==> src/verilog/fsc_pkg.sv <==
// Constants and helpers for the four-wire ternary symbol codec.
// Assumes each wire level travels as a 3-bit two's complement code in thirds of full swing.
package fsc_pkg;

   // Wire level codes, in units of one sixth of peak_swing
   localparam int          LEVEL_W    = 3;
   localparam int          SUM_W      = LEVEL_W + 2;
   localparam int          NUM_WIRES  = 4;
   localparam int          BITS_PER_SYM = 3;
   localparam logic [2:0]  LVL_POS_ONE   = 3'h3;  // +1, +peak_swing/2
   localparam logic [2:0]  LVL_POS_THIRD = 3'h1;  // +1/3, +peak_swing/6
   localparam logic [2:0]  LVL_NEG_THIRD = 3'h7;  // -1/3, -peak_swing/6
   localparam logic [2:0]  LVL_NEG_ONE   = 3'h5;  // -1, -peak_swing/2

   // Comparator weight signs over (wire_three, wire_two, wire_one, wire_zero), 1 = plus
   localparam logic [3:0]  WGT_DECODE_ZERO = 4'hc;  // + + - -
   localparam logic [3:0]  WGT_DECODE_ONE  = 4'ha;  // + - + -
   localparam logic [3:0]  WGT_DECODE_TWO  = 4'h9;  // + - - +

   // Symbol rate window of the link, giga-symbols per second times 100
   localparam int          SYM_RATE_MIN_CGSPS = 3316;
   localparam int          SYM_RATE_MAX_CGSPS = 3750;

   // Fixed latency of each path, in clk cycles
   localparam int          TX_LATENCY = 1;
   localparam int          RX_LATENCY = 1;

   // Weighted sum; the common factor 1/2 is dropped since only the sign matters
   function automatic logic signed [SUM_W-1:0] fsc_wsum(
      input logic [3:0]            mask,
      input logic [4*LEVEL_W-1:0]  lanes
   );
      logic signed [SUM_W-1:0] acc;
      logic signed [SUM_W-1:0] term;
      acc = '0;
      for (int k = 0; k < NUM_WIRES; k++) begin
         term = SUM_W'(signed'(lanes[k*LEVEL_W +: LEVEL_W]));
         acc  = mask[k] ? acc + term : acc - term;
      end
      return acc;
   endfunction : fsc_wsum

endpackage : fsc_pkg

==> src/verilog/fsc_codec.sv <==
// Four-wire ternary symbol codec: 3-bit groups to four-level wire patterns and back.
// Assumes an external analog driver/slicer converts level codes to and from wire voltages.
`timescale 1ns/1ps
module fsc_codec (
   input  wire logic                                clk,
   input  wire logic                                sys_rst,
   input  wire logic [fsc_pkg::BITS_PER_SYM-1:0]    tx_bits,
   input  wire logic                                tx_valid,
   output logic [4*fsc_pkg::LEVEL_W-1:0]            serial_out_lanes,
   output logic                                     tx_out_valid,
   input  wire logic [4*fsc_pkg::LEVEL_W-1:0]       serial_in_lanes,
   input  wire logic                                rx_in_valid,
   output logic [fsc_pkg::BITS_PER_SYM-1:0]         rx_bits,
   output logic                                     rx_valid,
   output logic                                     rx_tie
);
   import fsc_pkg::*;

   // Elaboration check: the slicer sums need the level codes to fit the package widths
   if (LEVEL_W != 3 || NUM_WIRES != 4 || BITS_PER_SYM != 3) begin : g_bad_width
      $error("fsc_codec supports only 3-bit levels on four wires");
   end

   // The rate window is only a link property; the logic takes one symbol per clk at any rate
   if (SYM_RATE_MIN_CGSPS > SYM_RATE_MAX_CGSPS) begin : g_bad_rate
      $error("fsc_codec symbol rate window is reversed");
   end

   // Map one 3-bit group to (wire_three, wire_two, wire_one, wire_zero)
   function automatic logic [4*LEVEL_W-1:0] fsc_encode(input logic [2:0] grp);
      logic [4*LEVEL_W-1:0] pat;
      case (grp)
         3'h0: pat = {LVL_NEG_ONE,   LVL_POS_THIRD, LVL_POS_THIRD, LVL_POS_THIRD};
         3'h1: pat = {LVL_NEG_THIRD, LVL_POS_ONE,   LVL_NEG_THIRD, LVL_NEG_THIRD};
         3'h2: pat = {LVL_NEG_THIRD, LVL_NEG_THIRD, LVL_POS_ONE,   LVL_NEG_THIRD};
         3'h3: pat = {LVL_POS_THIRD, LVL_POS_THIRD, LVL_POS_THIRD, LVL_NEG_ONE};
         3'h4: pat = {LVL_NEG_THIRD, LVL_NEG_THIRD, LVL_NEG_THIRD, LVL_POS_ONE};
         3'h5: pat = {LVL_POS_THIRD, LVL_POS_THIRD, LVL_NEG_ONE,   LVL_POS_THIRD};
         3'h6: pat = {LVL_POS_THIRD, LVL_NEG_ONE,   LVL_POS_THIRD, LVL_POS_THIRD};
         3'h7: pat = {LVL_POS_ONE,   LVL_NEG_THIRD, LVL_NEG_THIRD, LVL_NEG_THIRD};
         default: pat = {LVL_POS_ONE, LVL_NEG_THIRD, LVL_NEG_THIRD, LVL_NEG_THIRD};
      endcase
      return pat;
   endfunction : fsc_encode

   // True when a lane holds one of the four legal level codes
   function automatic logic fsc_lvl_ok(input logic [LEVEL_W-1:0] lvl);
      return (lvl == LVL_POS_ONE) || (lvl == LVL_POS_THIRD) ||
             (lvl == LVL_NEG_THIRD) || (lvl == LVL_NEG_ONE);
   endfunction : fsc_lvl_ok

   // ---------------- Transmit path ----------------
   logic [4*LEVEL_W-1:0] tx_lanes_reg;
   logic [4*LEVEL_W-1:0] tx_lanes_next;
   logic                 tx_vld_reg;
   logic                 tx_vld_next;

   // Idle symbols repeat the last pattern so common_level never steps between frames
   always_comb begin
      tx_lanes_next = tx_lanes_reg;
      tx_vld_next   = tx_valid;
      if (tx_valid) begin
         tx_lanes_next = fsc_encode(tx_bits);
      end
   end

   // Reset pattern is the 000 symbol, itself balanced
   always_ff @(posedge clk or posedge sys_rst) begin
      if (sys_rst) begin
         tx_lanes_reg <= {LVL_NEG_ONE, LVL_POS_THIRD, LVL_POS_THIRD, LVL_POS_THIRD};
         tx_vld_reg   <= 1'b0;
      end else begin
         tx_lanes_reg <= tx_lanes_next;
         tx_vld_reg   <= tx_vld_next;
      end
   end

   // Outgoing lanes only; no path feeds back from the receive side
   assign serial_out_lanes = tx_lanes_reg;
   assign tx_out_valid     = tx_vld_reg;

   // ---------------- Receive path ----------------
   logic [2:0] slc_above;
   logic [2:0] slc_tie;

   // Three comparators, one per subchannel
   fsc_slicer #(.WEIGHTS(WGT_DECODE_ZERO)) u_slc_zero (
      .lanes (serial_in_lanes),
      .above (slc_above[0]),
      .tie   (slc_tie[0])
   );
   fsc_slicer #(.WEIGHTS(WGT_DECODE_ONE)) u_slc_one (
      .lanes (serial_in_lanes),
      .above (slc_above[1]),
      .tie   (slc_tie[1])
   );
   fsc_slicer #(.WEIGHTS(WGT_DECODE_TWO)) u_slc_two (
      .lanes (serial_in_lanes),
      .above (slc_above[2]),
      .tie   (slc_tie[2])
   );

   logic [2:0] rx_bits_reg;
   logic [2:0] rx_bits_next;
   logic       rx_vld_reg;
   logic       rx_vld_next;
   logic       rx_tie_reg;
   logic       rx_tie_next;

   // A zero sum is undecidable; the bit keeps its last value rather than guess
   always_comb begin
      rx_bits_next = rx_bits_reg;
      rx_tie_next  = rx_tie_reg;
      rx_vld_next  = rx_in_valid;
      if (rx_in_valid) begin
         rx_tie_next = |slc_tie;
         for (int i = 0; i < BITS_PER_SYM; i++) begin
            if (!slc_tie[i]) begin
               rx_bits_next[i] = slc_above[i];
            end
         end
      end
   end

   // Receive registers run beside the transmit ones, so both directions work at once
   always_ff @(posedge clk or posedge sys_rst) begin
      if (sys_rst) begin
         rx_bits_reg <= 3'h0;
         rx_vld_reg  <= 1'b0;
         rx_tie_reg  <= 1'b0;
      end else begin
         rx_bits_reg <= rx_bits_next;
         rx_vld_reg  <= rx_vld_next;
         rx_tie_reg  <= rx_tie_next;
      end
   end

   assign rx_bits  = rx_bits_reg;
   assign rx_valid = rx_vld_reg;
   assign rx_tie   = rx_tie_reg;

   // ---------------- Checks ----------------
   logic signed [SUM_W-1:0] out_cm_sum;
   logic signed [SUM_W-1:0] in_sum_zero;
   logic signed [SUM_W-1:0] in_sum_one;
   logic signed [SUM_W-1:0] in_sum_two;
   logic [2:0]              in_sign;
   logic                    in_any_tie;
   logic [2:0]              out_decoded;

   // Helper decode of what is driven and received, used for round-trip, balance and receive checks
   always_comb begin
      out_cm_sum  = fsc_wsum(4'hf, serial_out_lanes);
      in_sum_zero = fsc_wsum(WGT_DECODE_ZERO, serial_in_lanes);
      in_sum_one  = fsc_wsum(WGT_DECODE_ONE, serial_in_lanes);
      in_sum_two  = fsc_wsum(WGT_DECODE_TWO, serial_in_lanes);
      // Signs kept as plain signals so the checks can look back at them
      in_sign     = {in_sum_two > 0, in_sum_one > 0, in_sum_zero > 0};
      in_any_tie  = (in_sum_zero == 0) || (in_sum_one == 0) || (in_sum_two == 0);
      out_decoded = {fsc_wsum(WGT_DECODE_TWO, serial_out_lanes) > 0,
                     fsc_wsum(WGT_DECODE_ONE, serial_out_lanes) > 0,
                     fsc_wsum(WGT_DECODE_ZERO, serial_out_lanes) > 0};
   end

   chk_cm_balanced: assert property (@(posedge clk) disable iff (sys_rst)
      out_cm_sum == 0) else $error("Transmit pattern shifts common level");

   chk_levels_legal: assert property (@(posedge clk) disable iff (sys_rst)
      fsc_lvl_ok(serial_out_lanes[0 +: 3]) && fsc_lvl_ok(serial_out_lanes[3 +: 3]) &&
      fsc_lvl_ok(serial_out_lanes[6 +: 3]) && fsc_lvl_ok(serial_out_lanes[9 +: 3]))
      else $error("Wire driven to an illegal level");

   chk_code_low: assert property (@(posedge clk) disable iff (sys_rst)
      tx_valid && tx_bits == 3'h1 |=> serial_out_lanes == 12'heff)
      else $error("Group 001 mapped to wrong pattern");

   chk_code_high: assert property (@(posedge clk) disable iff (sys_rst)
      tx_valid && tx_bits == 3'h6 |=> serial_out_lanes == 12'h349)
      else $error("Group 110 mapped to wrong pattern");

   chk_tx_roundtrip: assert property (@(posedge clk) disable iff (sys_rst)
      tx_valid |=> tx_out_valid && out_decoded == $past(tx_bits))
      else $error("Transmitted symbol does not carry the three bits");

   chk_tx_hold: assert property (@(posedge clk) disable iff (sys_rst)
      !tx_valid |=> !tx_out_valid && $stable(serial_out_lanes))
      else $error("Transmit lanes moved without a group");

   chk_rx_sign: assert property (@(posedge clk) disable iff (sys_rst)
      rx_in_valid && in_sum_zero != 0 |=> rx_valid && rx_bits[0] == $past(in_sign[0]))
      else $error("Subchannel zero decoded against its sum sign");

   chk_rx_sign_one: assert property (@(posedge clk) disable iff (sys_rst)
      rx_in_valid && in_sum_one != 0 |=> rx_valid && rx_bits[1] == $past(in_sign[1]))
      else $error("Subchannel one decoded against its sum sign");

   chk_rx_sign_two: assert property (@(posedge clk) disable iff (sys_rst)
      rx_in_valid && in_sum_two != 0 |=> rx_valid && rx_bits[2] == $past(in_sign[2]))
      else $error("Subchannel two decoded against its sum sign");

   // The tie flag must follow the sampled symbol, both set and cleared
   chk_rx_tie_flag: assert property (@(posedge clk) disable iff (sys_rst)
      rx_in_valid |=> rx_tie == $past(in_any_tie))
      else $error("Tie flag does not match the sampled sums");

   chk_rx_tie_hold: assert property (@(posedge clk) disable iff (sys_rst)
      rx_in_valid && in_sum_zero == 0 |=> rx_tie && rx_bits[0] == $past(rx_bits[0]))
      else $error("Zero sum did not hold the bit");

   chk_rx_idle: assert property (@(posedge clk) disable iff (sys_rst)
      !rx_in_valid |=> !rx_valid && $stable(rx_bits))
      else $error("Receive bits moved without a symbol");

endmodule : fsc_codec

==> src/verilog/fsc_slicer.sv <==
// One zero-threshold comparator over the four received wire levels.
// Assumes lanes are packed wire_zero in the low bits, wire_three in the high bits.
`timescale 1ns/1ps
module fsc_slicer #(
   parameter logic [3:0] WEIGHTS = 4'hc
) (
   input  wire logic [4*fsc_pkg::LEVEL_W-1:0] lanes,
   output logic                               above,
   output logic                               tie
);
   import fsc_pkg::*;

   logic signed [SUM_W-1:0] sum;

   // Sign of the weighted sum; an exact zero is reported so the caller can hold
   always_comb begin
      sum   = fsc_wsum(WEIGHTS, lanes);
      above = (sum > 0);
      tie   = (sum == 0);
   end

endmodule : fsc_slicer

==> config.mk <==
export PLATFORM = sky130hd
export DESIGN_NAME = fsc_codec
export DESIGN_NICKNAME = d
export VERILOG_FILES = /design/src/verilog/fsc_pkg.sv /design/src/verilog/fsc_codec.sv /design/src/verilog/fsc_slicer.sv
export SDC_FILE = /design/constraint.sdc
export NUM_CORES = 1
export LEC_CHECK = 0
export BUFFER_PORTS_ARGS = -buffer_cell sky130_fd_sc_hd__buf_4
export CAP_MARGIN = 20
export CORE_MARGIN = 10
export CORE_UTILIZATION = 50
export CTS_BUF_LIST = sky130_fd_sc_hd__clkbuf_4
export DETAILED_ROUTE_END_ITERATION = 8
export HOLD_SLACK_MARGIN = 0.1
export PLACE_DENSITY_LB_ADDON = 0.25
export SETUP_SLACK_MARGIN = 0.1
export SKIP_CTS_REPAIR_TIMING = 1
export SYNTH_ARGS = -nofsm -noshare
export SYNTH_HDL_FRONTEND = slang
export SYNTH_SLANG_ARGS = --single-unit
==> constraint.sdc <==
create_clock -name clk -period 2.2 [get_ports clk]
set_input_delay 0.33 -clock clk [delete_from_list [all_inputs] [get_ports clk]]
set_output_delay 0.33 -clock clk [all_outputs]
set_load 0.02 [all_outputs]
==> metrics.md <==
| Metric | Value |
|---|---|
| Die Span X | 75.4 um |
| Largest net degree at the start of global routing | 12 |
| Layout filler cell count | 202 |
| Iteration count of the initial detailed-routing pass | 4 |
| Yosys Warn Count | 0 |
| Mean Syn Cell Area | 9.72 um^2 |
| Cells after synthesis | 158 |
| CP peak stage delay | 0.52 ns |
| Leak Pwr | 1.14 nW |
| Die area | 5690 um^2 |
| Layout cell share with drive strength beyond 1 | 50.5% |
| Post-synth top area share | 27.4% |
| NumNets Final | 280 |
| Worst setup margin | -0.389 ns |
| Xor and xnor area share after synthesis | 7.33% |
| Placed cells | 241 |
| Family with the most delay on the worst path | adder cells |
| Htree depth | 1 |
| PortBufs | 32 |
| Worst Path Max Fanout | 2 |
| Top_reg_cell synth | dfrtp_1 |
| Worst clock skew | 0 ns |
| Clk Latency, worst-skew pair | 0.27 ns |
| CP Launch Type | input pin |
| Fraction of the mapped netlist area in simple logic gates | 5.05% |
| CTS tree | built |
| Max-slew violations | 0 |
| Vias per cell | 4.82 |
| Total GRT Usage | 11.6% |
| Critical Path AT | 2.79 ns |
| EDFF count, synth | 0 |
| Initial core utilization | 51.2% |
| DR vias | 1200 |
| Final instance area | 2270 um^2 |
| Setup violators final | 4 |
| Uppermost layer routed | met4 |
| Tcrit/Tclk final | 118% |
| CP required | 2.40 ns |
| Unrepaired setup endpoints after global routing | true |
| Rows | 20 |
| Initial antenna violation count | 0 |
| ANT cells | 0 |
| Crit-path cells | buf_6 > fa_1 > inv_1 > fa_1 > inv_2 > ha_4 > buf_4 > a21o_1 > a21oi_1 > xor2_1 > nand4_1 > a31oi_1 |
| Peak VDD IR | 0.000375 V |
| Post-Syn Area | 1540 um^2 |
| I/O pins | 37 |
| Worst path bufs/invs | 4 |
| Tmin final | 2.59 ns |
| Flop and latch count out of synthesis | 11 |
| Slowest cell on the critical path | fa_1 |
| Root buffer cell | clkbuf_4 |
| Count leader, synth | inv_1 |
| Core box area | 3000 um^2 |
| Setup TNS | -1.26 ns |
| GRT overflow | 0 |
| Type of element capturing the critical path | flop |
| Ys async rst share | 100% |
| Met2 WL | 1.79 mm |
| Pre-CTS setup slack | -0.755 ns |
| Largest family of logic cells by synthesized area | adder cells |
| Seq/Total Area, Yosys | 18.0% |
| Cell taking the most area after synthesis | fa_1 |
| Top cell by count, worst path | fa_1 |
| Failing checks | negative setup slack |
| Unique masters post-synth | 23 |
| Clk sinks | 11 |
| Wire length per cell | 14.3 um |
| First-pass GRT wire length | 5.25 mm |
| Area contributors post-synth | fa_1 27%, ha_1 19%, dfrtp_1 16% |
| TritonCTS Buffers | 3 |
| Clock slew at reported path FFs | 0.07 ns |
| Clk buf depth | 2 |
| Post-route insts no fill | 249 |
| RePlAce Congestion | 0.802 |
| DRC | 0 |
| Core Util, Final | 75.5% |
| Mux contribution to synthesized area | 1.30% |
| Status | complete, but fails checks |
| HP Class | input pin to flop |
| Max reg flops | 5 |
| P&R area growth vs syn | 47.5% |
| Final ANT Viol Nets | 0 |
| Max cap viols | 0 |
| Dpl cell area | 1990 um^2 |
| Synth Area in Compound Gates | 8.79% |
| Cell area power density | 772 nW/um^2 |
| M1 WL | 1.50 mm |
| Met3 Wirelength | 229 um |
| Total Wirelength | 3.57 mm |
| Die Y | 75.4 um |
| Top cells by count, synth | 38 x inv_1, 23 x ha_1, 21 x fa_1 |
| 1st-iter DRT viols | 64 |
| Vias in the first global route | 1259 |
| Final HPWL from detailed placement | 2.84 mm |
| Final hold vios | 0 |
| Max frequency | 0.386 GHz |
| Adder-Cell Fraction of Synth Area | 46.1% |
| Worst setup path category | input pin to flop |
path summary, 6_finish.rpt:
check                                                 start  slack [ns]                                to  depth (start not counted)
hold reg to reg            serial_out_lanes[11]$_DFFE_PP1P_        0.51  serial_out_lanes[11]$_DFFE_PP1P_                          2
min in group asynchronous                           sys_rst        0.60                rx_valid$_DFF_PP0_                          3
hold / removal                                     tx_valid        0.24            tx_out_valid$_DFF_PP0_                          1
setup reg to reg           serial_out_lanes[11]$_DFFE_PP1P_        1.44  serial_out_lanes[11]$_DFFE_PP1P_                          2
max in group asynchronous                           sys_rst        1.28  serial_out_lanes[11]$_DFFE_PP1P_                          3
setup / recovery                         serial_in_lanes[0]       -0.39                rx_tie$_DFFE_PP0P_                         12
power breakdown:
| group | internal, mW | switching [mW] |
|---|---|---|
| sequential | 0.251 | 0.0327 |
| clock | 0.0827 | 0.0709 |
| combinational | 0.672 | 0.641 |
| total | 1.00 | 0.745 |
per-layer routing:
layer | vias up | track usage, %
met5 | - | 0
met4 | 0 | 4.54
met3 | 7 | 2.08
met2 | 36 | 19.8
met1 | 575 | 14.1
li1 | 582 | -
final cells by class:
cell class	instances	area, um^2	share of cell area, %
Multi-Input combinational cell	103	1290	56.9
Timing Repair Buffer	60	479	21.1
Sequential cell	11	277	12.2
Inverter	38	149	6.57
Tap cell	33	41.3	1.82
Clock buffer	4	30.0	1.33
through the flow:
| stage | hold slack (ns) | power, mW |
|---|---|---|
| after global placement | 0.328 | 1.26 |
| after floorplan | 0.182 | 0.940 |
| after detailed placement | 0.346 | 1.30 |
| final | 0.240 | 1.75 |
| after CTS | 0.0564 | 1.45 |
| after global routing | 0.248 | 1.89 |
cells in the final DEF, fill, tap and decap left out:
master | netlist | final
clkbuf_4 | 0 | 4
xor2_1 | 4 | 3
inv_4 | 0 | 1
o22a_1 | 1 | 1
clkinvlp_4 | 0 | 1
fa_1 | 21 | 14
buf_4 | 7 | 52
a21oi_1 | 16 | 9
ha_4 | 0 | 7
nand3_2 | 0 | 2
mux2i_1 | 2 | 2
fa_2 | 0 | 7
nand2b_4 | 0 | 1
nor2b_4 | 0 | 1
ha_1 | 23 | 16
a21oi_2 | 1 | 6
dlygate4sd3_1 | 0 | 1
inv_1 | 38 | 28
xnor2_2 | 0 | 5
xnor2_1 | 7 | 2
nor2_1 | 13 | 11
nor2_2 | 0 | 2
buf_6 | 0 | 7
a31o_1 | 1 | 1
a31oi_1 | 1 | 1
a21oi_4 | 0 | 2
inv_2 | 0 | 8
conb_1 | 1 | 4
xor2_2 | 1 | 2
a21o_1 | 3 | 3
dfstp_2 | 1 | 1
nand4_1 | 1 | 1
dfrtp_1 | 10 | 10
logic make-up (layout without fill, tap and decap cells):
group,after synthesis,after routing
compound gates,23,23
fa+ha+maj,44,44
other cells,1,4
mux,2,2
simple gates,18,18
buf+inv,47,102
xor+xnor,12,12
flops,11,11
Power figures use the tool's default switching activity.
